<file path="src/acqic_pkg.sv">
// package of constants and types for the acquisition interrupt controller
package acqic_pkg;

   // ****************************************
   // register map and field layout
   // ****************************************
   localparam logic [3:0] ENABLE_WORD_ADDR = 4'h9;
   localparam logic [3:0] STATUS_WORD_ADDR = 4'ha;
   localparam logic [15:0] ENABLE_RESET = 16'h0000;
   localparam logic [7:0] FLAGS_RESET = 8'h00;
   localparam logic [15:0] RDATA_RESET = 16'h0000;
   localparam int NUM_SRC = 8;
   localparam int TRIG_IP_LSB = 8;
   localparam int TRIG_IP_MSB = 10;
   localparam int FIFO_THR_LSB = 11;
   localparam int FIFO_THR_MSB = 15;
   localparam logic [4:0] FIFO_LEVEL_MAX = 5'h1f;

   // ****************************************
   // source numbers inside the flag vector
   // ****************************************
   localparam int SRC_WATCHDOG = 0;
   localparam int SRC_IP_MATCH = 1;
   localparam int SRC_FIFO_FILL = 2;
   localparam int SRC_SHORT_CAL = 3;
   localparam int SRC_FULL_CAL = 4;
   localparam int SRC_PAUSE = 5;
   localparam int SRC_LOW_SUPPLY = 6;
   localparam int SRC_WAKE = 7;

   // ****************************************
   // timing
   // ****************************************
   localparam int CLK_FREQ_MHZ = 25;
   localparam int TICK_NS = 1000;
   localparam int TICK_CYCLES = TICK_NS * CLK_FREQ_MHZ / 1000;
   localparam int WAKE_DELAY_MS = 10;
   localparam int WAKE_TICKS_DEF = WAKE_DELAY_MS * 1000000 / TICK_NS;
   localparam int CMP_LATENCY = 3;

   // ****************************************
   // state types
   // ****************************************
   typedef enum logic [1:0] {WK_IDLE = 2'b01, WK_WAIT = 2'b10} acqic_wake_t;
   typedef enum logic [2:0] {
      CMP_IDLE = 3'b001,
      CMP_LIM1 = 3'b010,
      CMP_LIM2 = 3'b100
   } acqic_cmp_t;

endpackage

</file>
<file path="src/acqic_limit_cmp.sv">
// watchdog limit comparator: two sequential comparisons of one held sample
`timescale 1ns/10ps
module acqic_limit_cmp (
   input wire logic mclk,
   input wire logic rst,
   input wire logic cmp_start,
   input wire logic signed [8:0] cmp_sample,
   input wire logic signed [8:0] lim1_value,
   input wire logic lim1_above,
   input wire logic signed [8:0] lim2_value,
   input wire logic lim2_above,
   output logic cmp_busy,
   output logic limit_hit
);
   import acqic_pkg::*;

   acqic_cmp_t state_reg, state_next;
   logic signed [8:0] sample_reg, sample_next;
   logic hit1_reg, hit1_next;
   logic hit_reg, hit_next;

   // direction flag picks above-limit or below-limit as the trip condition
   function automatic logic crossed(input logic signed [8:0] s, input logic signed [8:0] l,
                                    input logic above);
      crossed = above ? (s > l) : (s < l);
   endfunction

   // ****************************************
   // comparison sequence
   // ****************************************
   // sample is latched once so both limits see the very same value
   always_comb begin
      state_next = state_reg;
      sample_next = sample_reg;
      hit1_next = hit1_reg;
      hit_next = 1'b0;
      unique case (state_reg)
         CMP_IDLE: begin
            if (cmp_start) begin
               sample_next = cmp_sample;
               state_next = CMP_LIM1;
            end
         end
         CMP_LIM1: begin
            hit1_next = crossed(sample_reg, lim1_value, lim1_above);
            state_next = CMP_LIM2;
         end
         CMP_LIM2: begin
            hit_next = hit1_reg | crossed(sample_reg, lim2_value, lim2_above);
            state_next = CMP_IDLE;
         end
         default: state_next = CMP_IDLE;
      endcase
   end

   // registers only
   always_ff @(posedge mclk) begin
      if (rst) begin
         state_reg <= CMP_IDLE;
         sample_reg <= 9'h000;
         hit1_reg <= 1'b0;
         hit_reg <= 1'b0;
      end else begin
         state_reg <= state_next;
         sample_reg <= sample_next;
         hit1_reg <= hit1_next;
         hit_reg <= hit_next;
      end
   end

   assign cmp_busy = (state_reg != CMP_IDLE);
   assign limit_hit = hit_reg;
endmodule

</file>
<file path="src/acqic_interrupt_controller.sv">
// interrupt controller: eight event flags, enable mask, active-low interrupt pin
`timescale 1ns/10ps
module acqic_interrupt_controller #(
   parameter int WAKE_TICKS = acqic_pkg::WAKE_TICKS_DEF
) (
   input wire logic mclk,
   input wire logic rst,
   input wire logic bus_width_sel,
   input wire logic [4:0] bus_addr,
   input wire logic bus_rd,
   input wire logic bus_wr,
   input wire logic [15:0] bus_wdata,
   output logic [15:0] bus_rdata,
   input wire logic dev_reset,
   input wire logic wd_start,
   input wire logic signed [8:0] wd_sample,
   input wire logic signed [8:0] wd_lim1,
   input wire logic wd_lim1_above,
   input wire logic signed [8:0] wd_lim2,
   input wire logic wd_lim2_above,
   input wire logic seq_restart,
   input wire logic seq_fetch,
   input wire logic [2:0] seq_ip,
   input wire logic seq_pause,
   input wire logic [5:0] fifo_count,
   input wire logic short_cal_done,
   input wire logic full_cal_done,
   input wire logic low_supply,
   input wire logic standby,
   output logic int_n
);
   import acqic_pkg::*;

   localparam int WK_W = $clog2(WAKE_TICKS + 1);
   localparam int DIV_W = $clog2(TICK_CYCLES + 1);

   // word decode shared by the read and write paths
   function automatic logic reg_hit(input logic [4:0] a, input logic [3:0] word);
      reg_hit = (a[4:1] == word);
   endfunction

   logic [15:0] en_reg, en_next;
   logic [7:0] flags_reg, flags_next;
   logic [15:0] rdata_reg, rdata_next;
   logic int_n_reg, int_n_next;
   logic first_fetch_reg, first_fetch_next;
   logic fifo_eq_reg, fifo_eq_next;
   logic standby_reg;
   acqic_wake_t wk_state_reg, wk_state_next;
   logic [WK_W-1:0] wk_cnt_reg, wk_cnt_next;
   logic [DIV_W-1:0] div_reg, div_next;
   logic [7:0] set_vec;
   logic [2:0] trig_ip;
   logic [4:0] fifo_thr;
   logic [4:0] fifo_level;
   logic [15:0] status_word;
   logic wd_hit;
   logic wk_tick;
   logic wk_done;
   logic en_sel, st_sel, status_clr;
   logic pend;

   assign trig_ip = en_reg[TRIG_IP_MSB:TRIG_IP_LSB];
   assign fifo_thr = en_reg[FIFO_THR_MSB:FIFO_THR_LSB];

   // ****************************************
   // watchdog comparator
   // ****************************************
   acqic_limit_cmp acqic_limit_cmp_inst (
      .mclk(mclk),
      .rst(rst),
      .cmp_start(wd_start),
      .cmp_sample(wd_sample),
      .lim1_value(wd_lim1),
      .lim1_above(wd_lim1_above),
      .lim2_value(wd_lim2),
      .lim2_above(wd_lim2_above),
      .cmp_busy(),
      .limit_hit(wd_hit)
   );

   // ****************************************
   // wake-from-standby settling timer
   // ****************************************
   // a 1 us tick divider keeps the 10 ms counter narrow
   assign wk_tick = (div_reg == DIV_W'(TICK_CYCLES - 1));
   assign wk_done = (wk_state_reg == WK_WAIT) && wk_tick && (wk_cnt_reg == '0);

   always_comb begin
      wk_state_next = wk_state_reg;
      wk_cnt_next = wk_cnt_reg;
      div_next = wk_tick ? '0 : div_reg + DIV_W'(1);
      unique case (wk_state_reg)
         WK_IDLE: begin
            if (standby_reg && !standby) begin
               wk_state_next = WK_WAIT;
               wk_cnt_next = WK_W'(WAKE_TICKS - 1);
               div_next = '0;
            end
         end
         WK_WAIT: begin
            // going back into standby abandons the wait
            if (standby || wk_done) begin
               wk_state_next = WK_IDLE;
            end else if (wk_tick) begin
               wk_cnt_next = wk_cnt_reg - WK_W'(1);
            end
         end
         default: wk_state_next = WK_IDLE;
      endcase
   end

   always_ff @(posedge mclk) begin
      if (rst) begin
         wk_state_reg <= WK_IDLE;
         wk_cnt_reg <= '0;
         div_reg <= '0;
         standby_reg <= 1'b0;
      end else begin
         wk_state_reg <= wk_state_next;
         wk_cnt_reg <= wk_cnt_next;
         div_reg <= div_next;
         standby_reg <= standby;
      end
   end

   // ****************************************
   // event sources
   // ****************************************
   // fifo event is taken on the edge into equality so a read clear is not undone at once
   always_comb begin
      fifo_eq_next = (fifo_thr != 5'h00) && (fifo_count == {1'b0, fifo_thr});
      first_fetch_next = first_fetch_reg;
      if (seq_restart || dev_reset) begin
         first_fetch_next = 1'b1;
      end else if (seq_fetch && seq_ip == 3'h0) begin
         first_fetch_next = 1'b0;
      end
      set_vec = '0;
      set_vec[SRC_WATCHDOG] = wd_hit;
      set_vec[SRC_IP_MATCH] = seq_fetch && (seq_ip == trig_ip)
         && !(trig_ip == 3'h0 && first_fetch_reg);
      set_vec[SRC_FIFO_FILL] = fifo_eq_next && !fifo_eq_reg;
      set_vec[SRC_SHORT_CAL] = short_cal_done;
      set_vec[SRC_FULL_CAL] = full_cal_done;
      set_vec[SRC_PAUSE] = seq_fetch && seq_pause;
      set_vec[SRC_LOW_SUPPLY] = low_supply;
      set_vec[SRC_WAKE] = wk_done;
   end

   // ****************************************
   // register bus
   // ****************************************
   // byte mode uses A0 as byte select; a word status read or a low-byte status read clears flags
   assign en_sel = reg_hit(bus_addr, ENABLE_WORD_ADDR);
   assign st_sel = reg_hit(bus_addr, STATUS_WORD_ADDR);
   assign status_clr = bus_rd && st_sel && (!bus_width_sel || !bus_addr[0]);
   assign fifo_level = (fifo_count > 6'h1f) ? FIFO_LEVEL_MAX : fifo_count[4:0];
   assign status_word = {fifo_level, seq_ip, flags_reg};

   always_comb begin
      en_next = en_reg;
      rdata_next = rdata_reg;
      if (bus_wr && en_sel) begin
         if (!bus_width_sel) begin
            en_next = bus_wdata;
         end else if (!bus_addr[0]) begin
            en_next[7:0] = bus_wdata[7:0];
         end else begin
            en_next[15:8] = bus_wdata[7:0];
         end
      end
      if (bus_rd) begin
         rdata_next = en_sel ? en_reg : (st_sel ? status_word : RDATA_RESET);
         if (bus_width_sel) begin
            rdata_next = {8'h00, bus_addr[0] ? rdata_next[15:8] : rdata_next[7:0]};
         end
      end
   end

   // ****************************************
   // flags and interrupt pin
   // ****************************************
   // a set in the clearing cycle survives; masking never blocks a set
   always_comb begin
      flags_next = (flags_reg & ~{8{status_clr}}) | set_vec;
      if (dev_reset) begin
         flags_next = FLAGS_RESET;
      end
      // pin is purely an output; nothing here reaches the sequencer control
      int_n_next = ~|(flags_next & en_next[NUM_SRC-1:0]);
   end

   always_ff @(posedge mclk) begin
      if (rst) begin
         en_reg <= ENABLE_RESET;
         flags_reg <= FLAGS_RESET;
         rdata_reg <= RDATA_RESET;
         int_n_reg <= 1'b1;
         first_fetch_reg <= 1'b1;
         fifo_eq_reg <= 1'b0;
      end else begin
         en_reg <= en_next;
         flags_reg <= flags_next;
         rdata_reg <= rdata_next;
         int_n_reg <= int_n_next;
         first_fetch_reg <= first_fetch_next;
         fifo_eq_reg <= fifo_eq_next;
      end
   end

   assign bus_rdata = rdata_reg;
   assign int_n = int_n_reg;
   assign pend = |(flags_reg & en_reg[NUM_SRC-1:0]);
endmodule

</file>
<file path="config.mk">
export PLATFORM = sky130hd
export DESIGN_NAME = acqic_interrupt_controller
export DESIGN_NICKNAME = d
export VERILOG_FILES = /design/src/acqic_pkg.sv /design/src/acqic_limit_cmp.sv /design/src/acqic_interrupt_controller.sv
export SDC_FILE = /design/constraint.sdc
export NUM_CORES = 1
export LEC_CHECK = 0
export BUFFER_PORTS_ARGS = -buffer_cell sky130_fd_sc_hd__buf_2
export CAP_MARGIN = 20
export CORE_MARGIN = 5
export CORE_UTILIZATION = 54
export DETAILED_ROUTE_END_ITERATION = 6
export PLACE_DENSITY = 0.76
export SYNTH_ARGS = -nofsm -noshare
export SYNTH_HDL_FRONTEND = slang
export SYNTH_SLANG_ARGS = --single-unit
</file>
<file path="constraint.sdc">
create_clock -name mclk -period 2.4 [get_ports mclk]
set_input_delay 0.48 -clock mclk [delete_from_list [all_inputs] [get_ports mclk]]
set_output_delay 0.48 -clock mclk [all_outputs]
set_load 0.01 [all_outputs]
</file>
### Word level (Yosys, flattened, before mapping)

Index checks and enable logic that the tools add are counted.

| operators by class | value |
|---|---|
| add/sub/neg operators | 2 |
| order comparisons | 5 |
| equality and inequality tests | 16 |
| multiplexer cells | 24 |
| bitwise gates (word level) | 6 |
| reduce and logical (&&, ||, !) cells | 34 |

Operators with widths:

| kind | count |
|---|---|
| $mux W16 | 4 |
| $mux W14 | 3 |
| $mux W8 | 5 |
| $pmux W14 S2 | 1 |
| $mux W5 | 4 |
| $gt A9 B9 Y1 | 2 |
| $lt A9 B9 Y1 | 2 |
| $and A8 B8 Y8 | 2 |
| $logic_not A14 Y1 | 1 |
| $sub A14 B1 Y14 const B | 1 |
| $logic_and A1 B1 Y1 | 13 |
| $eq A4 B4 Y1 const B | 2 |
| $ne A2 B2 Y1 const B | 4 |
| $not A8 Y8 | 1 |
| $or A8 B8 Y8 | 1 |
| $reduce_or A8 Y1 | 1 |
| $eq A6 B5 Y1 | 1 |
| $gt A6 B5 Y1 const B | 1 |
| $logic_not A1 Y1 | 6 |
| $logic_not A3 Y1 | 2 |
| $pmux W3 S2 | 1 |
| $reduce_and A2 Y1 | 3 |
| $add A5 B1 Y5 const B | 1 |
| $eq A5 B5 Y1 const B | 1 |
| 18 further kinds | 24 |

| storage, ports and cells | value |
|---|---|
| flip-flop bits (word level) | 79 |
| bits of input ports | 73 |
| output and inout bits | 17 |

### Logic depth before layout (Yosys ltp)

| logic depth | value |
|---|---|
| depth in word-level cells | 10 |
| mapped depth | 8 |
| mapped depth without buffers | 8 |

### By module

A second synthesis with hierarchy kept.

| second synthesis, totals | value |
|---|---|
| cells, all modules | 471 |
| area, all modules | 4028.9 µm² |

Modules (own cells, without submodules):

| module | times used | cells each | area an instance (µm²) | seq. area each (µm²) |
|---|---|---|---|---|
| acqic_interrupt_controller | 1 | 339 | 3032.9 | 1301.2 |
| acqic_limit_cmp | 1 | 132 | 996.0 | 280.3 |

### Worst setup path after synthesis

No wires, ideal clock.

| path | value |
|---|---|
| path type | input -> register |
| start | in bus_addr[3] |
| end | reg int_n_reg, in the netlist int_n |
| arrival time | 1.861 ns |
| slack | 0.423 ns |
| cell stages on the path | 6 |
| buffers on the path | 1 |
| cell sequence | and4bb_2 > buf_4 > nand3_2 > mux2i_1 > or3_1 > a31o_2 |

| between the ends | value |
|---|---|
| word-level cells in the longest chain between the ends | 10 |
| elaborated cells on any way between the ends | 13 |

Ends and longest elaborated chain:

| element | RTL line | RTL |
|---|---|---|
| start, declared | acqic_interrupt_controller.sv:9 | `input wire logic [4:0] bus_addr,` |
| $eq A4 B4 Y1 | acqic_interrupt_controller.sv:39 | `reg_hit = (a[4:1] == word);` |
| $logic_and A1 B1 Y1 (2 in series) | acqic_interrupt_controller.sv:157 | `assign status_clr = bus_rd && st_sel && (!bus_width_sel \|\| !bus_addr[0]);` |
| $not A8 Y8 | acqic_interrupt_controller.sv:186 | `flags_next = (flags_reg & ~{8{status_clr}}) \| set_vec;` |
| $and A8 B8 Y8 | acqic_interrupt_controller.sv:186 |  |
| $or A8 B8 Y8 | acqic_interrupt_controller.sv:186 |  |
| $mux W8 | acqic_interrupt_controller.sv:187 | `if (dev_reset) begin` |
| $and A8 B8 Y8 (*) | acqic_interrupt_controller.sv:191 | `int_n_next = ~\|(flags_next & en_next[NUM_SRC-1:0]);` |
| $reduce_or A8 Y1 (*) | acqic_interrupt_controller.sv:191 |  |
| $logic_not A1 Y1 (*) | acqic_interrupt_controller.sv:191 |  |
| end signal, assigned | acqic_interrupt_controller.sv:206 | `int_n_reg <= int_n_next;` |
| end, declared | acqic_interrupt_controller.sv:45 | `logic int_n_reg, int_n_next;` |

Every way passes the cells marked *; elsewhere a longest branch is shown, timed or not.
A chain may end at the register's enable or synchronous reset.

### Worst setup path in the final report

| path | value |
|---|---|
| start | in bus_addr[1] |
| end | reg int_n_reg, in the netlist int_n |

Same word-level chain as after synthesis.

==> metrics.md <==
| Metric | Value |
|---|---|
| Vias per cell | 5.45 |
| Run status | finished, final reports clean |
| Critical Path End Type | register |
| TritonCTS clock tree | built |
| Synth top area share | 0.402 |
| Number of global-route vias before repair | 3397 |
| Cell family with most CP delay | simple AND/OR/NAND/NOR gates |
| RSZ-0062 raised after global routing | false |
| Count of cells resized by post-cts repair | 0 |
| Synth Register Bits | 79 |
| Die height | 95.4 um |
| Final setup vio count | 0 |
| Syn_area_per_cell | 8.77 sq um |
| Netlist cell types | 58 |
| Clock-pin transition on the worst setup and hold timing paths | 0.08 ns |
| Sequential-to-total area share from yosys stat | 0.402 |
| Hold WC Path Type | in -> reg |
| Tcrit/Tclk final | 0.855 |
| Post-CTS setup buffers | 0 |
| Ys flop type | dfxtp_1 |
| Worst path arrival time | 2.35 ns |
| Clock root buffer | clkbuf_8 |
| Slowest stage cell, crit path | nor4bb_1 |
| Crit path cell chain | buf_2, nor4bb_1, nand3_1, a21oi_1, nor3_1, nor4_1, a31o_2 |
| WS Path Type | in -> reg |
| Pre-CTS WS | 0.0751 ns |
| Worst setup SP type | input port |
| Tot GR Track Use | 0.218 |
| Largest net degree at the start of global routing | 49 |
| Post-synthesis simple-gate area fraction | 0.221 |
| Post-synth EDFFs | 0 |
| Initial DRC Count | 250 |
| Worst Hold Path EP | first_fetch_reg |
| Tot Pwr | 0.00280 W |
| Num rows | 31 |
| Setup Skew | 0.00958 ns |
| Sink Count | 79 |
| Largest family of logic cells by synthesized area | simple AND/OR/NAND/NOR gates |
| Post-synthesis adder-cell area fraction | 0.0699 |
| Worst path max stage delay | 0.52 ns |
| Starting Density | 0.549 |
| Final hold violation count | 0 |
| Commonest cells post-synth | dfxtp_1 (79), nor2_1 (51), nand2_1 (47) |
| Final net count | 632 |
| Final wirelength | 9.40 mm |
| Max Fclk | 487 MHz |
| Die ar. | 9100 sq um |
| Crit path required time | 2.69 ns |
| Area of the multi-input gates | 2170 sq um |
| Max-slew headroom | 0.625 |
| Compound-Gate Fraction of Synth Area | 0.166 |
| Fin worst setup slack | 0.348 ns |
| Port Buffer Count | 89 |
| Final GP Congestion | 0.919 |
| Layout cell share with drive strength beyond 1 | 0.227 |
| Synth Instances | 449 |
| Grt total ovfl | 0 |
| Syn Nets | 544 |
| CTS H-tree depth | 3 |
| Pleak | 2.14 nW |
| Routed Antenna Nets | 0 |
| Initial antenna violation count | 0 |
| Post-synthesis mux area share | 0.0461 |
| Post-layout minimum cycle time | 2.05 ns |
| Post-DP HPWL | 7.30 mm |
| Yosys warns | 0 |
| Worst r2r src | wk_cnt_reg[0] |
| Post-synth top area cell | dfxtp_1 |
| DRT Pass-1 Iters | 6 |
| Clk Latency, worst-skew pair | 0.35 ns |
| Synth Area in XOR/XNOR | 0.0467 |
| Residual DRC | 0 |
| Worst reg-to-reg setup slack | 0.39 ns |
| Peak VDD IR | 409 uV |
| Synth top area cells | dfxtp_1 (40%), ha_1 (7.0%), nor2_1 (4.9%), nand2_1 (4.5%), mux2i_1 (4.3%) |
| Fillers | 614 |
| WHS Path Cells | 3 |
| Cts bufs inserted | 9 |
| Worst Reg-to-Reg Cells | 8 |
| CP max FO | 8 |
| Setup TNS | 0 ns |
| Register area | 1580 sq um |
| Final core utilization | 0.655 |
| WP buf/inv | 1 |
| R2r endpoint | wk_cnt_reg[13] |
| IO Pins | 90 |
| Slew Viols, Final | 0 |
| Synth-to-Final Area Change | 19.3% |
| Least-Margin Pin Slew | 0.555 ns |
| CTS hold repair buffers | 0 |
| First-pass GRT wire length | 15.4 mm |
| Vias | 3491 |
| Routed len/inst | 14.7 um |
| Die width | 95.4 um |
| Ant diodes | 0 |
| Longest Clk Path Bufs | 2 |
| CORE AREA | 7180 sq um |
| Hold Startpoint | seq_restart |
| Most common cell in the netlist | dfxtp_1 |
| FFs w/ async S/R, synth | 0 |
| Power per cell area | 597 nW/um^2 |
| Max-cap check violation count | 0 |
| Cell Area, Synth | 3940 sq um |
==> final cells by class <==
cell class	count	area share
Sequential cell	79	0.337
Clock buffer	11	0.0301
Clock inverter	4	0.0149
Multi-Input combinational cell	321	0.461
Tap cell	99	0.0264
Inverter	29	0.0232
Timing Repair Buffer	97	0.108
==> worst max path at each step <==
stage,start,endpoint,slack [ns],cells past startpoint
after detailed placement,bus_addr[1],int_n,0.08,7
after global placement,bus_addr[1],int_n,0.14,7
after global routing,wk_cnt_reg[0],wk_cnt_reg[9],0.14,8
after CTS,wk_cnt_reg[0],wk_cnt_reg[13],0.37,8
after floorplan,bus_addr[3],int_n,0.42,6
final,bus_addr[1],int_n,0.35,7
==> cells in the final DEF (no fill, tap or decap), drive strengths merged, types with 6 or more instances in the layout <==
cell	count
a21oi	31
nand2	47
xnor2	6
o21ai	9
xor2	15
clkbuf	11
a211oi	9
nor2	51
a222oi	8
ha	22
inv	28
buf	97
a22oi	11
dfxtp	79
mux2i	17
nor3	19
nand3	10
==> tightest hold or removal path, cell delays in order <==
cell and delay (ns):
buf_2 0.07, nor3_1 0.04, nand2_1 0.05
==> logic make-up after synthesis <==
logic type               after synthesis
flip-flops                            79
AO/OA/AOI/OAI                         94
adder cells (fa/ha/maj)               22
XOR/XNOR                              21
buffers and inverters                 49
multiplexers                          18
AND/OR/NAND/NOR                      166
==> per-layer routing <==
metal	track usage	routed length (um)
met5	0	0
met1	0.285	4220
met3	0.0726	731
met4	0.0806	203
met2	0.335	4250
==> per-stage QoR <==
step	cell area, sq um	hold slack, ns	std cells
5_1_grt	4700	0.313	640
2_1_floorplan	3940	0.420	449
4_1_cts	4700	0.305	640
3_5_place_dp	4490	0.448	625
3_3_place_gp	4490	0.436	625
6_report	4700	0.319	640
==> power by group <==
part	switching (W)	total, W	internal (W)	leakage [nW]
Combinational	0.000189	0.000346	0.000157	1.39
Clock	0.000466	0.00107	0.000605	0.109
Sequential	0.0000362	0.00139	0.00135	0.642
No activity file was read; power rests on OpenSTA's default activity.
